[src/core/frm_pkg.sv]
// package: constants of the fault response monitor
package frm_pkg;
  // register byte offsets
  localparam logic [7:0] REG_CTRL      = 8'h00;
  localparam logic [7:0] REG_SENS_EN   = 8'h04;
  localparam logic [7:0] REG_EXC_STAT  = 8'h08;
  localparam logic [7:0] REG_EXC_MASK  = 8'h0C;
  localparam logic [7:0] REG_RST_CAUSE = 8'h10;
  localparam logic [7:0] REG_HV_STAT   = 8'h14;
  localparam logic [7:0] REG_SP_LIM0   = 8'h18;
  localparam logic [7:0] REG_SP_VAL0   = 8'h24;
  localparam logic [7:0] REG_ECC_DATA  = 8'h30;
  localparam logic [7:0] REG_STEP      = 8'h04;
  // control fields
  localparam int CTRL_INV_ECC = 0;
  localparam int CTRL_LSEL_LO = 1;
  localparam logic [1:0] LSEL_OFF = 2'h0;
  localparam logic [1:0] LSEL_A   = 2'h1;
  localparam logic [1:0] LSEL_B   = 2'h2;
  // sensors: voltage, frequency, temperature, light
  localparam int          NUM_SENS     = 4;
  localparam logic [3:0]  SENS_ALL_ON  = 4'hF;
  // exception status bits
  localparam int NUM_EXC     = 4;
  localparam int EXC_EE_LGT  = 0;
  localparam int EXC_FAULT   = 1;
  localparam int EXC_ECC     = 2;
  localparam int EXC_STACK   = 3;
  // reset cause bits, low four follow the sensor order
  localparam int NUM_CAUSE    = 7;
  localparam int CAUSE_FETCH  = 4;
  localparam int CAUSE_MMU    = 5;
  localparam int CAUSE_ROMPAR = 6;
  // other single-fault detectors
  localparam int NUM_DET = 4;
  // stack pointers: user, system, super-system
  localparam int          NUM_SP  = 3;
  localparam int          SP_W    = 16;
  localparam logic [1:0]  MODE_USR = 2'h0;
  localparam logic [1:0]  MODE_SYS = 2'h1;
  localparam logic [1:0]  MODE_SSM = 2'h2;
  localparam logic [SP_W-1:0] SP_LIM_RST = 16'hFFFF;
  // forced reset pulse width
  localparam int CLK_PERIOD_NS = 8;
  localparam int RST_PULSE_NS  = 128;
  localparam int RST_CYC       = (RST_PULSE_NS + CLK_PERIOD_NS - 1) / CLK_PERIOD_NS;
  localparam logic [4:0] RST_CYC_W = 5'(RST_CYC);
endpackage

[src/core/frm_monitor.sv]
// fault response monitor: alarm routing to chip reset or exception
//
// Behaviour
// - voltage, frequency, temperature or light sensor alarm forces a chip reset
// - protected-fetch or address-cache single-fault alarm forces a chip reset
// - eeprom light detector or other fault detectors raise an exception
// - with inverse ecc enabled, any detected eeprom error raises an exception
// - forced reset reinitialises everything and leaves a readable reset cause
// - every exception leaves an indication of its source
// - reset aborts the program; exception interrupts it for software
// - outside test mode all sensors are enabled; disable writes ignored
// - routing of each alarm is hard-wired, never software writable
// - three stack pointers with own limits; exceeding active limit raises exception
// - eeprom high-voltage check only readable, never raises an event
// - two eeprom light functions; software selects one or disables both
// - eeprom read path corrects any single-bit error per byte automatically
// - rom parity error forces a chip reset
`timescale 1ns/1ps
module frm_monitor
  import frm_pkg::*;
(
  // clock and power-on reset
  input  wire logic                sys_clk,
  input  wire logic                rst,
  // register port
  input  wire logic [7:0]          reg_addr,
  input  wire logic [31:0]         reg_wdata,
  input  wire logic                reg_wr,
  input  wire logic                reg_rd,
  output logic      [31:0]         reg_rdata,
  // environmental sensors and mode
  input  wire logic [NUM_SENS-1:0] sens_alarm,
  input  wire logic                test_mode,
  output logic      [NUM_SENS-1:0] sens_enable,
  // fault injection detectors
  input  wire logic                fetch_fault,
  input  wire logic                mmu_fault,
  input  wire logic [NUM_DET-1:0]  det_fault,
  input  wire logic                ee_light_a,
  input  wire logic                ee_light_b,
  // memory checks
  input  wire logic                ee_rd_valid,
  input  wire logic [11:0]         ee_rd_code,
  output logic      [7:0]          ee_rd_data,
  output logic                     ee_rd_data_valid,
  input  wire logic                rom_rd_valid,
  input  wire logic [7:0]          rom_rd_data,
  input  wire logic                rom_rd_par,
  input  wire logic                hv_check_done,
  input  wire logic                hv_check_ok,
  // stack pointers
  input  wire logic [1:0]          cpu_mode,
  input  wire logic                sp_wr,
  input  wire logic [SP_W-1:0]     sp_wdata,
  output logic      [SP_W-1:0]     sp_active,
  // responses
  output logic                     chip_rst,
  output logic                     exc_irq
);

  // hamming(12,8) single-error correction; returns {error, byte}
  function automatic logic [8:0] ecc_fix(input logic [11:0] c);
    logic [3:0]  syn;
    logic [11:0] f;
    syn = 4'h0;
    for (int p = 1; p <= 12; p++) begin
      for (int b = 0; b < 4; b++) begin
        if (p[b]) begin
          syn[b] = syn[b] ^ c[p-1];
        end
      end
    end
    f = c;
    if (syn != 4'h0 && syn <= 4'hC) begin
      f[syn-4'h1] = ~c[syn-4'h1];
    end
    return {(syn != 4'h0), f[11], f[10], f[9], f[8], f[6], f[5], f[4], f[2]};
  endfunction

  // register address decode shared by several registers
  function automatic logic hit(input logic [7:0] a, input logic [7:0] off);
    return a == off;
  endfunction

  logic [2:0]          ctrl_q;
  logic [NUM_SENS-1:0] sens_sw_q;
  logic [NUM_EXC-1:0]  exc_stat_q;
  logic [NUM_EXC-1:0]  exc_mask_q;
  logic [NUM_CAUSE-1:0] cause_q;
  logic [1:0]          hv_q;
  logic [SP_W-1:0]     sp_q  [NUM_SP];
  logic [SP_W-1:0]     lim_q [NUM_SP];
  logic [4:0]          rst_cnt_q;
  logic [7:0]          ee_data_q;
  logic                ee_vld_q;
  logic [31:0]         rdata_q;

  logic                inv_ecc;
  logic [1:0]          lsel;
  logic [NUM_CAUSE-1:0] cause_set;
  logic [NUM_EXC-1:0]  exc_set;
  logic [8:0]          ecc_res;
  logic                rom_par_err;
  logic                light_evt;
  logic [1:0]          sp_idx;
  logic                sp_over;

  assign inv_ecc = ctrl_q[CTRL_INV_ECC];
  assign lsel    = ctrl_q[CTRL_LSEL_LO +: 2];

  // sensors forced on outside test mode
  assign sens_enable = test_mode ? sens_sw_q : SENS_ALL_ON;

  // inverse option stores complemented code words
  assign ecc_res = ecc_fix(inv_ecc ? ~ee_rd_code : ee_rd_code);

  assign rom_par_err = rom_rd_valid && ((^rom_rd_data) != rom_rd_par);

  // light function chosen by software, none when off
  always_comb begin
    case (lsel)
      LSEL_A:  light_evt = ee_light_a;
      LSEL_B:  light_evt = ee_light_b;
      default: light_evt = 1'b0;
    endcase
  end

  // super-system mode covers boot, test and the contactless mode
  assign sp_idx    = (cpu_mode == MODE_USR) ? MODE_USR : (cpu_mode == MODE_SYS) ? MODE_SYS : MODE_SSM;
  assign sp_active = sp_q[sp_idx];
  assign sp_over   = sp_q[sp_idx] > lim_q[sp_idx];

  // hard-wired routing; only the test-mode sensor enable register reaches these terms
  assign cause_set = {rom_par_err, mmu_fault, fetch_fault, sens_alarm & sens_enable};

  always_comb begin
    exc_set             = '0;
    exc_set[EXC_EE_LGT] = light_evt;
    exc_set[EXC_FAULT]  = |det_fault;
    exc_set[EXC_ECC]    = inv_ecc && ee_rd_valid && ecc_res[8];
    exc_set[EXC_STACK]  = sp_over;
  end

  // forced reset pulse; stretched so every block sees it
  always_ff @(posedge sys_clk) begin
    if (rst) begin
      rst_cnt_q <= 5'h00;
    end else if (|cause_set) begin
      rst_cnt_q <= RST_CYC_W;
    end else if (rst_cnt_q != 5'h00) begin
      rst_cnt_q <= rst_cnt_q - 5'h01;
    end
  end
  assign chip_rst = rst_cnt_q != 5'h00;

  // cause bits only see power-on reset, not chip_rst; set wins over clear
  always_ff @(posedge sys_clk) begin
    if (rst) begin
      cause_q <= '0;
    end else if (reg_wr && hit(reg_addr, REG_RST_CAUSE)) begin
      cause_q <= (cause_q & ~reg_wdata[NUM_CAUSE-1:0]) | cause_set;
    end else begin
      cause_q <= cause_q | cause_set;
    end
  end

  // exception status: sticky, read clears, new events kept
  always_ff @(posedge sys_clk) begin
    if (rst || chip_rst) begin
      exc_stat_q <= '0;
    end else if (reg_rd && hit(reg_addr, REG_EXC_STAT)) begin
      exc_stat_q <= exc_set;
    end else begin
      exc_stat_q <= exc_stat_q | exc_set;
    end
  end
  assign exc_irq = |(exc_stat_q & exc_mask_q);

  // software control registers, reinitialised by forced reset too
  always_ff @(posedge sys_clk) begin
    if (rst || chip_rst) begin
      ctrl_q     <= 3'h0;
      exc_mask_q <= '0;
      sens_sw_q  <= SENS_ALL_ON;
    end else if (reg_wr) begin
      if (hit(reg_addr, REG_CTRL)) begin
        ctrl_q <= reg_wdata[2:0];
      end
      if (hit(reg_addr, REG_EXC_MASK)) begin
        exc_mask_q <= reg_wdata[NUM_EXC-1:0];
      end
      // only test mode may switch a sensor off
      if (hit(reg_addr, REG_SENS_EN) && test_mode) begin
        sens_sw_q <= reg_wdata[NUM_SENS-1:0];
      end
    end
  end

  // stack pointers and limits
  always_ff @(posedge sys_clk) begin
    if (rst || chip_rst) begin
      for (int i = 0; i < NUM_SP; i++) begin
        sp_q[i]  <= '0;
        lim_q[i] <= SP_LIM_RST;
      end
    end else begin
      if (sp_wr) begin
        sp_q[sp_idx] <= sp_wdata;
      end
      for (int i = 0; i < NUM_SP; i++) begin
        if (reg_wr && hit(reg_addr, REG_SP_LIM0 + 8'(i) * REG_STEP)) begin
          lim_q[i] <= reg_wdata[SP_W-1:0];
        end
      end
    end
  end

  // high-voltage result: readable only, no event path
  always_ff @(posedge sys_clk) begin
    if (rst || chip_rst) begin
      hv_q <= 2'h0;
    end else if (hv_check_done) begin
      hv_q <= {1'b1, hv_check_ok};
    end
  end

  // corrected eeprom byte, no software step involved
  always_ff @(posedge sys_clk) begin
    if (rst || chip_rst) begin
      ee_data_q <= 8'h00;
      ee_vld_q  <= 1'b0;
    end else begin
      ee_vld_q <= ee_rd_valid;
      if (ee_rd_valid) begin
        ee_data_q <= ecc_res[7:0];
      end
    end
  end
  assign ee_rd_data       = ee_data_q;
  assign ee_rd_data_valid = ee_vld_q;

  // read data registered; unmapped reads give zero
  always_ff @(posedge sys_clk) begin
    if (rst) begin
      rdata_q <= 32'h0000_0000;
    end else if (reg_rd) begin
      rdata_q <= 32'h0000_0000;
      case (reg_addr)
        REG_CTRL:      rdata_q[2:0]           <= ctrl_q;
        REG_SENS_EN:   rdata_q[NUM_SENS-1:0]  <= sens_enable;
        REG_EXC_STAT:  rdata_q[NUM_EXC-1:0]   <= exc_stat_q;
        REG_EXC_MASK:  rdata_q[NUM_EXC-1:0]   <= exc_mask_q;
        REG_RST_CAUSE: rdata_q[NUM_CAUSE-1:0] <= cause_q;
        REG_HV_STAT:   rdata_q[1:0]           <= hv_q;
        REG_ECC_DATA:  rdata_q[7:0]           <= ee_data_q;
        default: begin
          for (int i = 0; i < NUM_SP; i++) begin
            if (reg_addr == REG_SP_LIM0 + 8'(i) * REG_STEP) begin
              rdata_q[SP_W-1:0] <= lim_q[i];
            end
            if (reg_addr == REG_SP_VAL0 + 8'(i) * REG_STEP) begin
              rdata_q[SP_W-1:0] <= sp_q[i];
            end
          end
        end
      endcase
    end else begin
      rdata_q <= 32'h0000_0000;
    end
  end
  assign reg_rdata = rdata_q;

  // checks
  a_sens_alarm_reset: assert property (@(posedge sys_clk) disable iff (rst)
    (|(sens_alarm & sens_enable)) |=> chip_rst && (rst_cnt_q == RST_CYC_W))
    else $error("sensor alarm did not force reset");

  a_fetch_mmu_reset: assert property (@(posedge sys_clk) disable iff (rst)
    (fetch_fault || mmu_fault) |=> chip_rst && (cause_q[CAUSE_FETCH] || !$past(fetch_fault))
      && (cause_q[CAUSE_MMU] || !$past(mmu_fault)))
    else $error("fetch or cache fault did not force reset");

  // antecedent built from pins so a wrong route into the reset path trips it
  a_fault_exc_only: assert property (@(posedge sys_clk) disable iff (rst)
    ((|det_fault || light_evt) && !fetch_fault && !mmu_fault && !rom_par_err
      && !(|(sens_alarm & sens_enable)) && !chip_rst)
    |=> !chip_rst && (exc_stat_q[EXC_FAULT] || !$past(|det_fault))
      && (exc_stat_q[EXC_EE_LGT] || !$past(light_evt)))
    else $error("fault detector did not raise exception");

  a_ecc_exception: assert property (@(posedge sys_clk) disable iff (rst || chip_rst)
    (inv_ecc && ee_rd_valid && ecc_res[8] && !(|cause_set)) |=> exc_stat_q[EXC_ECC])
    else $error("ecc error not raised as exception");

  a_reset_width: assert property (@(posedge sys_clk) disable iff (rst)
    $rose(chip_rst) |-> (rst_cnt_q == RST_CYC_W) ##1 chip_rst [*8] ##1 chip_rst [*7])
    else $error("forced reset pulse width wrong");

  a_sens_forced_on: assert property (@(posedge sys_clk) disable iff (rst)
    !test_mode |-> sens_enable == SENS_ALL_ON)
    else $error("sensor disabled outside test mode");

  a_stack_limit: assert property (@(posedge sys_clk) disable iff (rst || chip_rst)
    (sp_active > lim_q[sp_idx] && !(|cause_set)) |=> exc_stat_q[EXC_STACK])
    else $error("stack limit overrun missed");

  a_cause_survives: assert property (@(posedge sys_clk) disable iff (rst)
    (cause_q != '0 && !(reg_wr && reg_addr == REG_RST_CAUSE)) |=> ((cause_q & $past(cause_q)) == $past(cause_q)))
    else $error("reset cause lost without clear");

  a_rom_parity_rst: assert property (@(posedge sys_clk) disable iff (rst)
    rom_par_err |=> chip_rst && cause_q[CAUSE_ROMPAR])
    else $error("rom parity error did not reset");

endmodule

[config.mk]
export PLATFORM = sky130hd
export DESIGN_NAME = frm_monitor
export DESIGN_NICKNAME = d
export VERILOG_FILES = /design/src/core/frm_pkg.sv /design/src/core/frm_monitor.sv
export SDC_FILE = /design/constraint.sdc
export NUM_CORES = 1
export LEC_CHECK = 0
export ABC_CLOCK_PERIOD_IN_PS = 3700
export BUFFER_PORTS_ARGS = -buffer_cell sky130_fd_sc_hd__buf_2
export CAP_MARGIN = 20
export CORE_UTILIZATION = 40
export CTS_BUF_LIST = sky130_fd_sc_hd__clkbuf_2
export DETAILED_ROUTE_END_ITERATION = 8
export PLACE_DENSITY = 0.6
export SLEW_MARGIN = 20
export SYNTH_ARGS = -nofsm -noshare
export SYNTH_HDL_FRONTEND = slang
export SYNTH_SLANG_ARGS = --single-unit
export TNS_END_PERCENT = 20
[constraint.sdc]
create_clock -name sys_clk -period 3.7 [get_ports sys_clk]
set_input_delay 0.37 -clock sys_clk [delete_from_list [all_inputs] [get_ports sys_clk]]
set_output_delay 0.37 -clock sys_clk [all_outputs]
set_load 0.01 [all_outputs]
==> results.yml <==
grt:
  track_usage_pct: 22.78
  grt_antenna_before_repair: 1
  grt_pass1_wl_um: 36730
  grt_max_degree: 46
  overflow: 0
  first_global_vias: 6616
timing:
  finalCriticalPeriod_ps: 2753
  worst_pin_slew_ps: 1033
  fin_skew_ps: 27.39
  slew_violations: 0
  rsz0062_at_grt: "false"
  period_share_pct: 74.39
  setup_viol: 0
  max_freq_mhz: 363.3
  maxSlewHeadroom_pct: 29.33
  finalHoldViolCount: 0
  whs_ps: 64.76
  setup_tns_ps: 0
yosys:
  async_flop_share_pct: 0
  synth_edf_count: 96
  synthFlopType: "edfxtp_1"
  syn_avg_cell_area_um2: 10.52
  ys_types: 71
  yosysSeqAreaShare_pct: 47.82
  synth_area_leaders: "edfxtp_1 (35%), dfxtp_1 (13%), mux2i_1 (7.0%), and2_1 (3.8%), ha_1 (3.8%)"
  yosysTopAreaCell: "edfxtp_1"
  ys_warn_count: 0
  synth_seq_cells: 150
  synth_top_area_share_pct: 34.78
  synth_area_mm2: 0.008289
  syn_inst: 788
pwr:
  switchingPower_mw: 1.074
  power_density_mw_per_mm2: 349.0
  p_sw_share_pct: 30.65
  p_seq_share_pct: 53.2
  ir_worst_vdd_mv: 0.1968
  p_int_mw: 2.429
  power_mw: 3.503
  combPwrFrac_pct: 22.4
  power.leakage_nw: 4.101
  clkPwrFrac_pct: 24.3
clocking:
  insertion_delay_ps: 730
  numCtsBuffers: 17
  cts_setup_buffers: 0
  cts.path.max_buffers: 2
  htree_num_levels: 4
  root_buffer: "clkbuf_2"
  cts_sinks: 150
  cts_tree: "built"
  clkSlewWorstSetupHoldPaths_ps: 220
route:
  drt_iter0_drc: 574
  drcViolationCount: 0
  firstDrtPassIters: 5
  via_per_inst: 5.332
  vias: 6734
  antenna_left: 0
  wirelength_um: 23560
  wire_per_inst_um: 18.65
worst_setup_path:
  crit_type: "reg -> reg"
  cp_common_cell: "inv_1"
  cp-startpoint: "rst_cnt_q[0]$_SDFFE_PP0P_"
  reg2reg_from: "rst_cnt_q[0]$_SDFFE_PP0P_"
  worstPathArrival_ps: 3030
  slowest_stage: "nand2_1"
  cp-start-kind: "flip-flop"
  required_ps: 3980
  crit_path_end_kind: "flip-flop"
  cp_max_fo: 16
  max_stage_delay_ps: 550
  cp_cell_sequence: "inv_1, ha_1, nor4b_4, inv_1, nor2_2, buf_4, nand2_1"
placement:
  port_buffers: 131
  hpwl_um: 17230
  gp_congestion: 0.8517
die:
  die_area_mm2: 0.02130
  die_w_um: 146.0
  core_mm2: 0.02030
  die_h_um: 146.0
  core.rowCount: 52
  start_util_pct: 40.83
  ios: 164
layout:
  layout_commonest_cell: "buf_2"
  area_delta_synth_final_pct: 21.09
  drive_gt1_share_pct: 21.47
  final_cell_mix: "buf_2 (131), edfxtp_1 (96), nor2_1 (70)"
  final_nets: 1105
  fin_util_pct: 49.45
run:
  drv_cap: 0
outcome:
  status: "finished clean"
hold_path:
  min_from: "ee_light_b"
  holdCritPathClass: "in -> reg"
-- final cells by class --
type	instances	area, um2
Multi-Input combinational cell	583	4043
Fill cell	1904	10260
Antenna cell	1	2.502
Sequential cell	150	3964
Tap cell	270	337.8
Clock buffer	21	105.1
Clock inverter	11	103.9
Inverter	12	45.04
Timing Repair Buffer	215	1436
-- worst max-delay path: cells and delay by family, from the launching register on --
family / cells / cell delay, ps
AND/OR/NAND/NOR: 3 / 1160
buffers and inverters: 3 / 570
flip-flops: 1 / 360
adder cells (fa/ha/maj): 1 / 190
-- per-stage QoR --
| step | instance area [um2] | instances | worst slack [ps] |
|---|---|---|---|
| finish | 10040 | 1263 | 947.4 |
| global route | 10040 | 1263 | 698.3 |
| CTS | 10030 | 1262 | 934.4 |
| detailed placement | 9225 | 1170 | 405.3 |
| global placement | 9225 | 1170 | 443.9 |
| floorplan | 8346 | 803 | 614.4 |
-- what timing repair did --
| action | 4_1_cts | 5_1_grt |
|---|---|---|
| hold endpoints to repair | 114 | 0 |
| gates resized for setup | 0 | 0 |
| hold buffers | 60 | 0 |
-- sequential cells by signal, summed over array words and instances, names as in the netlist --
register / cells
cause_q: 7
ctrl_q: 3
ee_rd_data: 8
ee_rd_data_valid: 1
exc_mask_q: 4
exc_stat_q: 4
hv_q: 2
lim_q: 48
reg_rdata: 16
rst_cnt_q: 5
sens_sw_q: 4
sp_q: 48
-- cells by family (layout without fill, tap and decap cells) --
| group | after synthesis | after routing | synth area share [%] |
|---|---|---|---|
| AOI/OAI and AO/OA | 171 | 171 | 14.29 |
| buffers and inverters | 70 | 259 | 4.166 |
| adders and majority gates | 25 | 25 | 3.774 |
| muxes | 62 | 62 | 7.683 |
| DFF | 150 | 150 | 47.82 |
| and+or+nand+nor | 270 | 270 | 16.62 |
| other | 1 | 17 | 0.04524 |
| xor gates and xnor gates | 39 | 39 | 5.600 |
-- path summary, 6_finish.rpt --
kind | endpoint | slack, ps | cells after the start
max | lim_q[0][0]$_DFFE_PP_ | 950 | 7
min | exc_stat_q[0]$_SDFF_PP0_ | 60 | 5
max reg2reg | lim_q[0][0]$_DFFE_PP_ | 950 | 7
min reg2reg | exc_stat_q[1]$_SDFF_PP0_ | 490 | 2
-- layer usage --
metal	track usage (%)	share of wire [%]	up-vias
met2	35.57	46	275
met4	9.000	2.5	0
met5	0	0	-
li1	-	-	3233
met3	4.013	6.2	42
met1	31.38	45	3184
-- power groups by stage --
stage | logic (mW) | clock network [mW] | registers, mW
floorplan | 0.533 | 0 | 1.88
global placement | 0.724 | 0 | 1.90
detailed placement | 0.729 | 0 | 1.90
CTS | 0.786 | 0.879 | 1.86
global route | 0.866 | 0.935 | 1.87
finish | 0.786 | 0.852 | 1.86
-- synth_stat cells (12+ instances only) --
master	number
mux2i_1	58
a22oi_1	19
nand2_1	65
ha_1	25
clkbuf_1	29
nor2_1	70
inv_1	12
edfxtp_1	96
nand3_1	14
dfxtp_1	54
buf_4	19
xnor2_1	24
nand2b_1	31
o21ai_0	32
and2_1	50
a21oi_1	42
a222oi_1	13
Power figures use the tool's default switching activity.
